### config.mk
export PLATFORM = sky130hd
export DESIGN_NAME = lxt_exposure
export DESIGN_NICKNAME = d
export VERILOG_FILES = /design/src/hw/lxt_pkg.sv /design/src/hw/lxt_sync.sv /design/src/hw/lxt_exposure.sv
export SDC_FILE = /design/constraint.sdc
export NUM_CORES = 1
export LEC_CHECK = 0
export BUFFER_PORTS_ARGS = -buffer_cell sky130_fd_sc_hd__clkbuf_2
export CAP_MARGIN = 20
export CORE_MARGIN = 2
export CORE_UTILIZATION = 56
export CTS_BUF_LIST = sky130_fd_sc_hd__clkbuf_4 sky130_fd_sc_hd__clkbuf_8 sky130_fd_sc_hd__clkbuf_16
export CTS_CLUSTER_DIAMETER = 50
export CTS_CLUSTER_SIZE = 8
export DETAILED_ROUTE_END_ITERATION = 10
export PLACE_DENSITY = 0.89
export SLEW_MARGIN = 20
export SYNTH_ARGS = -nofsm -noshare
export SYNTH_HDL_FRONTEND = slang
export SYNTH_HIERARCHICAL = 1
export SYNTH_SLANG_ARGS = --single-unit
### constraint.sdc
create_clock -name core_clk -period 5.26 [get_ports core_clk]
set_input_delay 0.789 -clock core_clk [delete_from_list [all_inputs] [get_ports core_clk]]
set_output_delay 0.789 -clock core_clk [all_outputs]
set_load 0.01 [all_outputs]
### src/hw/lxt_pkg.sv
// Constants, field layout and timing figures of the line exposure timing block.
package lxt_pkg;

    ////////////////////////////////////////////////////////////////////////////
    // Register offsets (byte addresses).
    localparam logic [7:0] CTRL_OFFSET          = 8'h00;
    localparam logic [7:0] COUNT_OFFSET         = 8'h04;
    localparam logic [7:0] DURATION_OFFSET      = 8'h08;
    localparam logic [7:0] COMMAND_OFFSET       = 8'h0c;
    localparam logic [7:0] DEBOUNCE_BASE_OFFSET = 8'h10;
    localparam logic [7:0] STATUS_OFFSET        = 8'h1c;

    ////////////////////////////////////////////////////////////////////////////
    // Control field positions.
    localparam int TRIG_ENABLE_BIT  = 0;
    localparam int PULSE_MODE_BIT   = 1;
    localparam int FALLING_EDGE_BIT = 2;
    localparam int ORIGIN_LSB       = 4;
    localparam int SW_TRIGGER_BIT   = 0;

    // Status field positions.
    localparam int STAT_ACTIVE_BIT  = 0;
    localparam int STAT_START_BIT   = 1;
    localparam int STAT_END_BIT     = 2;
    localparam int STAT_ARMED_BIT   = 3;
    localparam int STAT_RANGE_BIT   = 4;
    localparam int STAT_LINES_LSB   = 8;

    ////////////////////////////////////////////////////////////////////////////
    // Trigger origin encoding.
    localparam logic [1:0] ORIGIN_SOFTWARE = 2'h0;
    localparam logic [1:0] ORIGIN_LINE1    = 2'h1;

    ////////////////////////////////////////////////////////////////////////////
    // Values after reset.
    localparam logic [1:0]  ORIGIN_RESET   = ORIGIN_LINE1;
    localparam logic [11:0] COUNT_RESET    = 12'h1f4;
    localparam logic [11:0] DEBOUNCE_RESET = 12'h000;

    // Exposure count limits and unit of the absolute setting (10 ns steps).
    localparam logic [11:0] COUNT_MIN         = 12'h001;
    localparam logic [11:0] COUNT_MAX         = 12'hfff;
    localparam int          ABS_UNITS_PER_TICK = 10;

    ////////////////////////////////////////////////////////////////////////////
    // Times as printed, and the cycle and tick counts derived from them.
    localparam int CLK_PERIOD_PS       = 4000;
    localparam int TIMEBASE_NS         = 100;
    localparam int BASE_START_DELAY_NS = 1500;
    localparam int BASE_END_DELAY_NS   = 1200;
    localparam int MIN_EXPOSURE_NS     = 2000;
    localparam int MAX_EXPOSURE_US     = 10000;

    localparam int TICK_CYCLES        = (TIMEBASE_NS * 1000) / CLK_PERIOD_PS;
    localparam int START_DELAY_TICKS  = BASE_START_DELAY_NS / TIMEBASE_NS;
    localparam int END_DELAY_TICKS    = BASE_END_DELAY_NS / TIMEBASE_NS;
    localparam int MIN_EXPOSURE_TICKS = (MIN_EXPOSURE_NS + TIMEBASE_NS - 1) / TIMEBASE_NS;
    localparam int MAX_EXPOSURE_TICKS = (MAX_EXPOSURE_US * 1000) / TIMEBASE_NS;

endpackage : lxt_pkg

### src/hw/lxt_sync.sv
// Three-stage synchroniser that accepts a level once the last two stages agree.
`timescale 1ns/10ps
`default_nettype none

module lxt_sync (
    // Clock and reset
    input  wire logic core_clk,
    input  wire logic resetn,
    // Asynchronous pin level
    input  wire logic pin_level,
    // Accepted level in the core clock domain
    output logic      level_q
);

    logic meta_q;
    logic stage2_q;
    logic stage3_q;

    always_ff @(posedge core_clk or negedge resetn) begin
        if (!resetn) begin
            meta_q   <= 1'b0;
            stage2_q <= 1'b0;
            stage3_q <= 1'b0;
        end else begin
            meta_q   <= pin_level;
            stage2_q <= meta_q;
            stage3_q <= stage2_q;
        end
    end

    // A change counts only when the second and third stages agree.
    always_ff @(posedge core_clk or negedge resetn) begin
        if (!resetn) begin
            level_q <= 1'b0;
        end else if (stage2_q == stage3_q) begin
            level_q <= stage3_q;
        end
    end

endmodule : lxt_sync

`default_nettype wire

### src/hw/lxt_exposure.sv
// Line exposure timing: trigger selection, exposure settings and exposure window.
`timescale 1ns/10ps
`default_nettype none

module lxt_exposure (
    // Clock and reset
    input  wire logic        core_clk,
    input  wire logic        resetn,
    // Register port
    input  wire logic [7:0]  reg_addr,
    input  wire logic [31:0] reg_wdata,
    input  wire logic        reg_write,
    input  wire logic        reg_read,
    output logic      [31:0] reg_rdata,
    // Internal line start used while line-start triggering is off
    input  wire logic        internal_line_start,
    // External trigger input lines 1 to 3
    input  wire logic [2:0]  external_line_trigger,
    // Exposure window
    output logic             exposure_active,
    output logic             exposure_start,
    output logic             exposure_end
);

    ////////////////////////////////////////////////////////////////////////////
    // Helpers.

    // Clamp a count into the accepted raw range.
    function automatic logic [11:0] clamp_count(input logic [12:0] value);
        logic [11:0] result;
        result = value[11:0];
        if (value[12]) begin
            result = lxt_pkg::COUNT_MAX;
        end else if (value[11:0] < lxt_pkg::COUNT_MIN) begin
            result = lxt_pkg::COUNT_MIN;
        end
        return result;
    endfunction : clamp_count

    // Map a register address to a debounce slot, or 3 when it is none.
    function automatic logic [1:0] debounce_slot(input logic [7:0] addr);
        logic [1:0] slot;
        slot = 2'h3;
        for (int i = 0; i < 3; i++) begin
            if (addr == lxt_pkg::DEBOUNCE_BASE_OFFSET + 8'(4 * i)) begin
                slot = 2'(i);
            end
        end
        return slot;
    endfunction : debounce_slot

    ////////////////////////////////////////////////////////////////////////////
    // Configuration registers.

    logic        trig_enable_q;
    logic        pulse_mode_q;
    logic        falling_edge_q;
    logic [1:0]  origin_q;
    logic [11:0] count_q;
    logic [11:0] debounce_q [3];
    logic        sw_trigger_q;

    logic [16:0] rounded_abs;
    logic [12:0] abs_count;
    logic [1:0]  wr_slot;

    // Absolute setting in 10 ns units, rounded half up to the 100 ns grid.
    assign rounded_abs = 17'(reg_wdata[15:0]) + 17'(lxt_pkg::ABS_UNITS_PER_TICK / 2);
    assign abs_count   = 13'(rounded_abs / 17'(lxt_pkg::ABS_UNITS_PER_TICK));
    assign wr_slot     = debounce_slot(reg_addr);

    always_ff @(posedge core_clk or negedge resetn) begin
        if (!resetn) begin
            trig_enable_q  <= 1'b0;
            pulse_mode_q   <= 1'b0;
            falling_edge_q <= 1'b0;
            origin_q       <= lxt_pkg::ORIGIN_RESET;
        end else if (reg_write && reg_addr == lxt_pkg::CTRL_OFFSET) begin
            trig_enable_q  <= reg_wdata[lxt_pkg::TRIG_ENABLE_BIT];
            pulse_mode_q   <= reg_wdata[lxt_pkg::PULSE_MODE_BIT];
            falling_edge_q <= reg_wdata[lxt_pkg::FALLING_EDGE_BIT];
            origin_q       <= reg_wdata[lxt_pkg::ORIGIN_LSB +: 2];
        end
    end

    // Raw and absolute settings share one store, so each always reflects the other.
    always_ff @(posedge core_clk or negedge resetn) begin
        if (!resetn) begin
            count_q <= lxt_pkg::COUNT_RESET;
        end else if (reg_write && reg_addr == lxt_pkg::COUNT_OFFSET) begin
            count_q <= clamp_count(reg_wdata[12:0] | {|reg_wdata[31:13], 12'h000});
        end else if (reg_write && reg_addr == lxt_pkg::DURATION_OFFSET) begin
            count_q <= clamp_count(abs_count | {|reg_wdata[31:16], 12'h000});
        end
    end

    generate
        for (genvar g = 0; g < 3; g++) begin : g_debounce
            always_ff @(posedge core_clk or negedge resetn) begin
                if (!resetn) begin
                    debounce_q[g] <= lxt_pkg::DEBOUNCE_RESET;
                end else if (reg_write && wr_slot == 2'(g)) begin
                    debounce_q[g] <= reg_wdata[11:0];
                end
            end
        end
    endgenerate

    // Software trigger command is a one-cycle pulse.
    always_ff @(posedge core_clk or negedge resetn) begin
        if (!resetn) begin
            sw_trigger_q <= 1'b0;
        end else begin
            sw_trigger_q <= reg_write && reg_addr == lxt_pkg::COMMAND_OFFSET
                            && reg_wdata[lxt_pkg::SW_TRIGGER_BIT];
        end
    end

    ////////////////////////////////////////////////////////////////////////////
    // Input lines: synchronise and detect edges.

    logic [2:0] line_level;
    logic [2:0] line_prev_q;

    generate
        for (genvar g = 0; g < 3; g++) begin : g_line
            lxt_sync u_sync (
                .core_clk  (core_clk),
                .resetn    (resetn),
                .pin_level (external_line_trigger[g]),
                .level_q   (line_level[g])
            );
        end
    endgenerate

    always_ff @(posedge core_clk or negedge resetn) begin
        if (!resetn) begin
            line_prev_q <= 3'h0;
        end else begin
            line_prev_q <= line_level;
        end
    end

    ////////////////////////////////////////////////////////////////////////////
    // Trigger selection and mode decode.

    logic        from_line;
    logic [1:0]  line_idx;
    logic        sel_level;
    logic        sel_prev;
    logic        sel_rise;
    logic        sel_fall;
    logic        active_edge;
    logic        opposite_edge;
    logic        pulse_mode;
    logic        start_req;
    logic [11:0] sel_debounce;

    assign from_line = trig_enable_q && origin_q != lxt_pkg::ORIGIN_SOFTWARE;
    assign line_idx  = 2'(origin_q - lxt_pkg::ORIGIN_LINE1);
    assign sel_level = from_line ? line_level[line_idx] : 1'b0;
    assign sel_prev  = from_line ? line_prev_q[line_idx] : 1'b0;
    assign sel_rise  = sel_level && !sel_prev;
    assign sel_fall  = !sel_level && sel_prev;

    assign active_edge   = falling_edge_q ? sel_fall : sel_rise;
    assign opposite_edge = falling_edge_q ? sel_rise : sel_fall;

    // Software trigger has no width, so pulse-width control needs an input line.
    // mode decision
    assign pulse_mode = from_line && pulse_mode_q;

    always_comb begin
        if (!trig_enable_q) begin
            start_req = internal_line_start;
        end else if (origin_q == lxt_pkg::ORIGIN_SOFTWARE) begin
            start_req = sw_trigger_q;
        end else begin
            start_req = active_edge;
        end
    end

    assign sel_debounce = from_line ? debounce_q[line_idx] : 12'h000;

    ////////////////////////////////////////////////////////////////////////////
    // 100 ns timebase.

    localparam int TICK_W = $clog2(lxt_pkg::TICK_CYCLES);

    logic [TICK_W-1:0] prescale_q;
    logic              tick;
    logic              tick_restart;

    assign tick = prescale_q == TICK_W'(lxt_pkg::TICK_CYCLES - 1);

    // Restarting on each schedule makes every delay whole ticks, never a tick short.
    always_ff @(posedge core_clk or negedge resetn) begin
        if (!resetn) begin
            prescale_q <= '0;
        end else if (tick || tick_restart) begin
            prescale_q <= '0;
        end else begin
            prescale_q <= prescale_q + TICK_W'(1);
        end
    end

    ////////////////////////////////////////////////////////////////////////////
    // Delay loads, in ticks.

    logic [13:0] start_load;
    logic [13:0] end_load;
    logic [13:0] timed_end_load;

    always_comb begin
        if (from_line) begin
            start_load = 14'(lxt_pkg::START_DELAY_TICKS) + 14'(sel_debounce);
            end_load   = 14'(lxt_pkg::END_DELAY_TICKS) + 14'(sel_debounce);
        end else begin
            start_load = 14'h0000;
            end_load   = 14'h0000;
        end
    end

    assign timed_end_load = 14'(count_q) + end_load;

    ////////////////////////////////////////////////////////////////////////////
    // Exposure window sequencing.

    logic        start_pend_q;
    logic        end_pend_q;
    logic        armed_q;
    logic        active_q;
    logic [13:0] start_cnt_q;
    logic [13:0] end_cnt_q;
    logic        busy;
    logic        take_start;
    logic        take_width_end;
    logic        start_due;
    logic        end_due;

    // A new line is refused until the previous window has closed.
    assign busy           = start_pend_q || end_pend_q || armed_q || active_q;
    assign take_start     = start_req && !busy;
    assign take_width_end = armed_q && opposite_edge;
    assign tick_restart   = take_start || take_width_end;
    assign start_due      = start_pend_q && (start_cnt_q == 14'h0000 || (tick && start_cnt_q == 14'h0001));
    assign end_due        = end_pend_q && (end_cnt_q == 14'h0000 || (tick && end_cnt_q == 14'h0001));

    // Start delay counter.
    always_ff @(posedge core_clk or negedge resetn) begin
        if (!resetn) begin
            start_pend_q <= 1'b0;
            start_cnt_q  <= 14'h0000;
        end else if (take_start) begin
            start_pend_q <= 1'b1;
            start_cnt_q  <= start_load;
        end else if (start_due) begin
            start_pend_q <= 1'b0;
            start_cnt_q  <= 14'h0000;
        end else if (start_pend_q && tick) begin
            start_cnt_q <= start_cnt_q - 14'h0001;
        end
    end

    // Pulse mode waits for the opposite edge before scheduling the end.
    always_ff @(posedge core_clk or negedge resetn) begin
        if (!resetn) begin
            armed_q <= 1'b0;
        end else if (take_start && pulse_mode) begin
            armed_q <= 1'b1;
        end else if (take_width_end || !from_line) begin
            armed_q <= 1'b0;
        end
    end

    // End delay counter.
    always_ff @(posedge core_clk or negedge resetn) begin
        if (!resetn) begin
            end_pend_q <= 1'b0;
            end_cnt_q  <= 14'h0000;
        end else if (take_start && !pulse_mode) begin
            end_pend_q <= 1'b1;
            end_cnt_q  <= timed_end_load;
        end else if (take_width_end) begin
            end_pend_q <= 1'b1;
            end_cnt_q  <= end_load;
        end else if (end_due) begin
            end_pend_q <= 1'b0;
            end_cnt_q  <= 14'h0000;
        end else if (end_pend_q && tick) begin
            end_cnt_q <= end_cnt_q - 14'h0001;
        end
    end

    // Exposure window; an end that falls due in the same cycle as the start wins.
    always_ff @(posedge core_clk or negedge resetn) begin
        if (!resetn) begin
            active_q <= 1'b0;
        end else if (end_due) begin
            active_q <= 1'b0;
        end else if (start_due) begin
            active_q <= 1'b1;
        end
    end

    // Registered one-cycle event pulses.
    always_ff @(posedge core_clk or negedge resetn) begin
        if (!resetn) begin
            exposure_start <= 1'b0;
            exposure_end   <= 1'b0;
        end else begin
            exposure_start <= !active_q && start_due && !end_due;
            exposure_end   <= active_q && end_due;
        end
    end

    assign exposure_active = active_q;

    ////////////////////////////////////////////////////////////////////////////
    // Register read-back.

    logic        range_bad;
    logic [31:0] status_word;
    logic [1:0]  rd_slot;

    assign range_bad = !pulse_mode
                       && (32'(count_q) < 32'(lxt_pkg::MIN_EXPOSURE_TICKS)
                       || 32'(count_q) > 32'(lxt_pkg::MAX_EXPOSURE_TICKS));
    assign rd_slot   = debounce_slot(reg_addr);

    always_comb begin
        status_word = 32'h0000_0000;
        status_word[lxt_pkg::STAT_ACTIVE_BIT]    = active_q;
        status_word[lxt_pkg::STAT_START_BIT]     = start_pend_q;
        status_word[lxt_pkg::STAT_END_BIT]       = end_pend_q;
        status_word[lxt_pkg::STAT_ARMED_BIT]     = armed_q;
        status_word[lxt_pkg::STAT_RANGE_BIT]     = range_bad;
        status_word[lxt_pkg::STAT_LINES_LSB +: 3] = line_level;
    end

    always_ff @(posedge core_clk or negedge resetn) begin
        if (!resetn) begin
            reg_rdata <= 32'h0000_0000;
        end else if (!reg_read) begin
            reg_rdata <= 32'h0000_0000;
        end else if (reg_addr == lxt_pkg::CTRL_OFFSET) begin
            reg_rdata <= {26'h0, origin_q, 1'b0, falling_edge_q, pulse_mode_q, trig_enable_q};
        end else if (reg_addr == lxt_pkg::COUNT_OFFSET) begin
            reg_rdata <= {20'h0, count_q};
        end else if (reg_addr == lxt_pkg::DURATION_OFFSET) begin
            reg_rdata <= 32'(count_q) * 32'(lxt_pkg::ABS_UNITS_PER_TICK);
        end else if (reg_addr == lxt_pkg::STATUS_OFFSET) begin
            reg_rdata <= status_word;
        end else if (rd_slot != 2'h3) begin
            reg_rdata <= {20'h0, debounce_q[rd_slot]};
        end else begin
            reg_rdata <= 32'h0000_0000;
        end
    end

endmodule : lxt_exposure

`default_nettype wire

==> results.sh, run 1 <==
export IMPL_synth_avg_cell_area_um2=8.45
export IMPL_grt_pass1_wl_mm=55.9
export IMPL_fin_ws_ps=-308
export IMPL_row_count=49
export IMPL_maxCapViolCount=0
export IMPL_drive_gt1_frac=0.309
export IMPL_pin_count=83
export IMPL_r2r_slack_ps=180
export IMPL_p_sw_mw=1.21
export IMPL_slew_headroom=0.196
export IMPL_drc=2
export IMPL_cpMaxStageDelayCell="o32a_1"
export IMPL_path_delay_family="compound AO/OA/AOI/OAI gates"
export IMPL_rsz0062_at_grt="true"
export IMPL_fin_hold_ws_ps=347
export IMPL_hold_depth=0
export IMPL_cts_tree="done"
export IMPL_finClkSkew_ps=8.06
export IMPL_grt_antenna_before_repair=0
export IMPL_p_per_area_nw_per_um2=264
export IMPL_cts_hold_buf=0
export IMPL_power_clock_fraction=0.341
export IMPL_irDropWorstVdd_mv=0.245
export IMPL_clock_path_buffers=2
export IMPL_grt_max_degree=76
export IMPL_reg2reg_depth=22
export IMPL_gp_congestion=1.01
export IMPL_finalSetupTns_ps=-666
export IMPL_tightest_slew_ps=1200
export IMPL_setup_viol=3
export IMPL_critPathCaptureType="flop"
export IMPL_first_iter_violations=986
export IMPL_initial_core_util=0.574
export IMPL_status="finished with violations"
export IMPL_critical_path_cell_chain="buf_8 > buf_4 > and4_1 > buf_4 > nand3_1 > a21o_1 > buf_4 > a22oi_1 > o21ai_2 > and3_1 > a2bb2o_4 > o32a_1 > a21oi_2 > buf_4 > a2111oi_4 > buf_4 > a211o_1 > or3_4 > a21o_1 > maj3_2 > o21ai_4 > maj3_2 > o2111ai_2 > a32o_1"
export IMPL_viasPerCell=6.68
export IMPL_start_kind="input port"
export IMPL_cp_required_ps=5570
export IMPL_fin_util=0.744
export IMPL_fmax_mhz=180
export IMPL_yosysSeqAreaShare=0.300
export IMPL_comb_power_share=0.361
export IMPL_synth_seq_cells=124
export IMPL_synth_top_cell_area_share=0.282
export IMPL_cts_sinks=124
export IMPL_startpoint="reg_wdata[5]"
export IMPL_crit_end="count_q[0]"
export IMPL_clock_root_buffer="clkbuf_16"
export IMPL_fp_dieH_um=140
export IMPL_violations="DRC, setup timing"
export IMPL_synth_edf_count=0
export IMPL_pwr_share_seq=0.298
export IMPL_cp_common_cell="buf_4"
export IMPL_worstPathArrival_ps=5870
export IMPL_clk_pin_slew_ps=60
export IMPL_via_count=11264
export IMPL_antenna_diode_count=0
export IMPL_ys_warn_count=6
export IMPL_cp_max_fo=10
export IMPL_detail_route_antenna_nets=0
export IMPL_hp_class="reg -> reg"
export IMPL_hold_violations=0
export IMPL_intPower_mw=2.35
export IMPL_p_leak_nw=6.07
export IMPL_synth_ff_type="dfrtp_1"
export IMPL_postRouteWirelength_mm=35.3
export IMPL_clock_latency_ps=420
export IMPL_track_usage=0.349
export IMPL_synth_cells=1230
export IMPL_critPathBufInv=6
export IMPL_port_buffers=66
export IMPL_syn_area_um2=10400
export IMPL_drt_first_pass_iters=9
export IMPL_core_area_um2=18100
export IMPL_synthTopCellsByArea="dfrtp_1 (28%), ha_1 (5.3%), mux2_2 (5.1%)"
export IMPL_area_delta_synth_final_pct=29.6
export IMPL_worstReg2RegEnd="end_cnt_q[13]"
export IMPL_maxSlewViolCount=0
export IMPL_cts_buffers=17
export IMPL_switching_share=0.339
export IMPL_max_stage_delay_ps=430
export IMPL_critical_path_class="in -> reg"
export IMPL_fin_nets=1538
export IMPL_synth_cell_types=107
export IMPL_yosysTopAreaCell="dfrtp_1"
export IMPL_die_w_um=140
export IMPL_worst_r2r_startpoint="origin_q[0]"
export IMPL_period_share=1.06
export IMPL_overflow=0
export IMPL_die_area_um2=19700
export IMPL_min_period_ps=5570
export IMPL_htreeDepth=4
export IMPL_routedWlPerCell_um=20.9
export IMPL_async_flop_share=1.00
export IMPL_total_power_mw=3.56
export IMPL_dp_slack_ps=-970
export IMPL_first_global_vias=11003
export IMPL_post_dp_hpwl_mm=23.9
export IMPL_cp_depth=24
[state kept, by name, summed over array words and instances, names as in the netlist]
signal / count
g_line.u_sync/stage3_q: 3
reg_rdata: 16
end_cnt_q: 14
start_pend_q: 1
falling_edge_q: 1
exposure_end: 1
exposure_start: 1
g_line.u_sync/level_q: 3
g_line.u_sync/meta_q: 3
origin_q: 2
debounce_q: 36
count_q: 12
line_prev_q: 3
prescale_q: 5
armed_q: 1
sw_trigger_q: 1
end_pend_q: 1
pulse_mode_q: 1
trig_enable_q: 1
exposure_active: 1
start_cnt_q: 14
g_line.u_sync/stage2_q: 3
[final cells by class]
cell class                      count  area, µm²
Fill cell                        1207       4630
Clock inverter                     14        170
Clock buffer                       18        439
Multi-Input combinational cell   1003       7360
Timing Repair Buffer              256       1940
Inverter                           42        158
Sequential cell                   124       3110
Tap cell                          229        287
[power groups by stage]
stage	logic (mW)	clock network [mW]	registers [mW]
6_report	1.29	1.21	1.06
5_1_grt	1.37	1.25	1.06
4_1_cts	1.14	1.21	1.05
3_5_place_dp	1.06	0	1.07
3_3_place_gp	1.03	0	1.06
2_1_floorplan	0.667	0	1.04
[metal layers]
metal	global-route usage	wire length, µm	vias up
met1	0.403	12600	5318
met3	0.0646	2710	253
li1	-	-	4961
met5	0	0	-
met4	0.217	2530	0
met2	0.600	17400	732
[placed cells by master, fill, tap and decap left out, drive strengths merged, types with 20 or more instances in the layout]
cell type and instances:
nor3 30, nor4 30, buf 201, nand3 29, inv 42, mux2i 20, xnor2 48, clkbuf 73
xor2 31, nor2 107, mux2 48, a21oi 101, nand2 133, dfrtp 117, ha 44, o21ai 88
[worst min path at each step]
stage                                  from                         to  slack [ps]
finish              g_line[2].u_sync/meta_q  g_line[2].u_sync/stage2_q         350
CTS                 g_line[2].u_sync/meta_q  g_line[2].u_sync/stage2_q         350
global route        g_line[2].u_sync/meta_q  g_line[2].u_sync/stage2_q         360
floorplan           g_line[0].u_sync/meta_q  g_line[0].u_sync/stage2_q         330
global placement    g_line[0].u_sync/meta_q  g_line[0].u_sync/stage2_q         330
detailed placement  g_line[2].u_sync/meta_q  g_line[2].u_sync/stage2_q         340
[logic make-up after synthesis]
group,after synthesis,share of synthesized area
AO/OA/AOI/OAI,366,0.238
XOR/XNOR,79,0.0691
adder cells (fa/ha/maj),53,0.0642
buffers and inverters,118,0.0516
flip-flops,124,0.300
multiplexers,69,0.0738
other,1,0.000361
AND/OR/NAND/NOR,420,0.204
[Yosys cell counts, types with 11 or more instances]
cell type  count
nand2_1      131
dfrtp_1      117
nor2_1       107
a21oi_1       98
o21ai_0       81
mux2_2        47
xnor2_1       46
ha_1          44
inv_1         41
clkbuf_1      39
xor2_1        31
nor3_1        30
nand3_1       27
nor4_1        26
buf_4         20
mux2i_1       20
a21o_1        18
o22ai_1       18
o311ai_0      13
nor2b_1       12
or3_1         12
a211oi_1      11
a22oi_1       11
[metrics by stage]
| stage | instances | area (µm²) |
|---|---|---|
| 2_1_floorplan | 1245 | 10500 |
| 3_3_place_gp | 1625 | 12000 |
| 3_5_place_dp | 1625 | 12000 |
| 4_1_cts | 1673 | 13000 |
| 5_1_grt | 1686 | 13500 |
| 6_report | 1686 | 13500 |
[timing repair]
action / CTS / global route
setup endpoints to repair: 3 / 6
pin swaps: 26 / 26
gates resized for setup: 42 / 83
setup buffers: 16 / 13
Note: power is estimated with default switching activity, not from simulation.
==> run 2: changes to the inputs <==
--- a/config.mk
+++ b/config.mk
@@ -7,6 +7,7 @@
 export LEC_CHECK = 0
 export BUFFER_PORTS_ARGS = -buffer_cell sky130_fd_sc_hd__clkbuf_2
 export CAP_MARGIN = 20
+export CORE_ASPECT_RATIO = 0.9
 export CORE_MARGIN = 2
 export CORE_UTILIZATION = 56
 export CTS_BUF_LIST = sky130_fd_sc_hd__clkbuf_4 sky130_fd_sc_hd__clkbuf_8 sky130_fd_sc_hd__clkbuf_16
==> results.sh, run 2 (same netlist as run 1, synthesis figures left out) <==
export IMPL_seqCellArea_um2=3110
export IMPL_cts_hold_buf=0
export IMPL_die_area_um2=19700
export IMPL_p_leak_nw=6.05
export IMPL_row_count=47
export IMPL_drive_gt1_frac=0.320
export IMPL_gp_congestion=1.00
export IMPL_fmax_mhz=178
export IMPL_maxSlewViolCount=0
export IMPL_maxCapViolCount=0
export IMPL_dp_slack_ps=-904
export IMPL_fin_nets=1538
export IMPL_worstPathArrival_ps=5930
export IMPL_regMostFlops="debounce_q"
export IMPL_grt_busiest_layer="met2"
export IMPL_irDropWorstVdd_mv=0.228
export IMPL_reg_top3="debounce_q x36, reg_rdata x16"
export IMPL_fin_ws_ps=-349
export IMPL_largest_reg_flops=36
export IMPL_grt_pass1_wl_mm=57.3
export IMPL_period_share=1.07
export IMPL_detail_route_antenna_nets=0
export IMPL_layout_commonest_cell="buf_4"
export IMPL_violations="DRC, setup timing"
export IMPL_status="finished with violations"
export IMPL_comb_power_share=0.366
export IMPL_pwr_share_seq=0.285
export IMPL_first_global_vias=11102
export IMPL_cts_tree="done"
export IMPL_hold_violations=0
export IMPL_htreeDepth=4
export IMPL_critPathCaptureType="flop"
export IMPL_cp_max_fo=5
export IMPL_initial_core_util=0.568
export IMPL_clk_pin_slew_ps=60
export IMPL_area_delta_synth_final_pct=30.6
export IMPL_intPower_mw=2.43
export IMPL_p_per_area_nw_per_um2=273
export IMPL_tightest_slew_ps=1130
export IMPL_first_iter_violations=1377
export IMPL_cp_required_ps=5580
export IMPL_finClkSkew_ps=11.2
export IMPL_min_period_ps=5610
export IMPL_multi_input_area_um2=7450
export IMPL_start_kind="input port"
export IMPL_hp_class="reg -> reg"
export IMPL_antenna_diode_count=0
export IMPL_p_sw_mw=1.27
export IMPL_power_clock_fraction=0.349
export IMPL_clock_root_buffer="clkbuf_16"
export IMPL_grt_max_degree=81
export IMPL_grt_antenna_before_repair=0
export IMPL_cts_sinks=124
export IMPL_die_w_um=148
export IMPL_most_common_layout_cells="buf_4 (177), nand2_1 (129), dfrtp_1 (117), nor2_1 (101), a21oi_1 (92)"
export IMPL_cts_buffers=17
export IMPL_via_count=11462
export IMPL_drt_first_pass_iters=11
export IMPL_rsz0062_at_grt="true"
export IMPL_met3_usage=0.0729
export IMPL_fill_cells=1094
export IMPL_pin_count=83
export IMPL_clock_latency_ps=430
export IMPL_overflow=0
export IMPL_postRouteWirelength_mm=37.1
export IMPL_port_buffers=66
export IMPL_setup_viol=3
export IMPL_switching_share=0.343
export IMPL_core_area_um2=18300
export IMPL_fp_dieH_um=133
export IMPL_viasPerCell=6.73
export IMPL_critical_path_class="in -> reg"
export IMPL_drc=5
export IMPL_use_met1=0.450
export IMPL_slew_headroom=0.240
export IMPL_clock_path_buffers=2
export IMPL_routedWlPerCell_um=21.8
export IMPL_gr_usage_met2=0.583
export IMPL_fin_util=0.742
export IMPL_post_dp_hpwl_mm=23.9
export IMPL_track_usage=0.361
==> run 2: cell types whose count changed in the layout (fill, tap and decap cells not counted), sizes merged <==
| cell | previous run | this run |
|---|---|---|
| clkinvlp | 4 | 0 |
| inv | 42 | 46 |
| buf | 201 | 202 |
| bufinv | 3 | 4 |
| clkbuf | 73 | 72 |
| clkinv | 7 | 6 |
==> run 2: repair_timing <==
item / CTS / global route
pin swaps: 34 / 24
endpoints found under the setup margin: 3 / 6
buffers inserted: 10 / 16
resized for setup: 56 / 100
==> run 2: critical path, cell delays in order <==
cell      delay (ps)
buf_6             80
buf_6            100
nand4_1          180
buf_4            200
nor4_4           310
a21o_1           270
a21oi_2           90
a32oi_2          290
and2_4           240
buf_4            120
a2bb2o_4         210
o32a_4           370
a21o_1           230
o21ai_4          210
nor2_1           100
o311a_1          380
o31ai_1          380
a21oi_1          200
mux2_2           360
buf_4            180
nor4_2           290
nor3_1           100
a32o_1           260
==> run 2: worst paths after layout <==
| kind | startpoint | slack, ps | end | cells after the start |
|---|---|---|---|---|
| max | reg_wdata[10] | -350 | count_q[0] | 23 |
| max reg2reg | origin_q[0] | 380 | end_cnt_q[13] | 24 |
| max in group asynchronous | resetn | 3590 | end_cnt_q[9] | 2 |
| min in group asynchronous | resetn | 520 | debounce_q[20] | 1 |
| min | g_line[2].u_sync/meta_q | 350 | g_line[2].u_sync/stage2_q | 0 |
| min reg2reg | g_line[2].u_sync/meta_q | 350 | g_line[2].u_sync/stage2_q | 0 |
==> run 2: per-layer routing <==
metal,vias up,wire (µm)
li1,4962,-
met1,5425,13700
met2,846,17200
met3,229,3830
met4,0,2410
met5,-,0
==> run 2: metrics by stage <==
step / power, mW / area (µm²) / hold WS (ps) / std cells / setup TNS [ps]
final: 3.70 / 13600 / 352 / 1702 / -851
after global routing: 3.82 / 13600 / 379 / 1702 / -1200
after CTS: 3.55 / 13100 / 353 / 1687 / -191
after detailed placement: 2.14 / 12000 / 343 / 1645 / -2420
after global placement: 2.10 / 12000 / 344 / 1645 / -1930
after floorplan: 1.71 / 10500 / 331 / 1245 / -1650
==> run 2: area by class of cell <==
cell class | count | share of cell area
clock inverter | 14 | 0.0152
timing repair buffer | 256 | 0.139
inverter | 42 | 0.0116
clock buffer | 18 | 0.0324
tap | 245 | 0.0226
multi-input combinational | 1003 | 0.549
sequential | 124 | 0.229
==> run 2: power groups by stage <==
stage | sequential [mW] | clock, mW | combinational, mW
2_1_floorplan | 1.04 | 0 | 0.667
3_3_place_gp | 1.06 | 0 | 1.04
3_5_place_dp | 1.07 | 0 | 1.07
4_1_cts | 1.05 | 1.29 | 1.21
5_1_grt | 1.06 | 1.33 | 1.43
6_report | 1.06 | 1.29 | 1.35
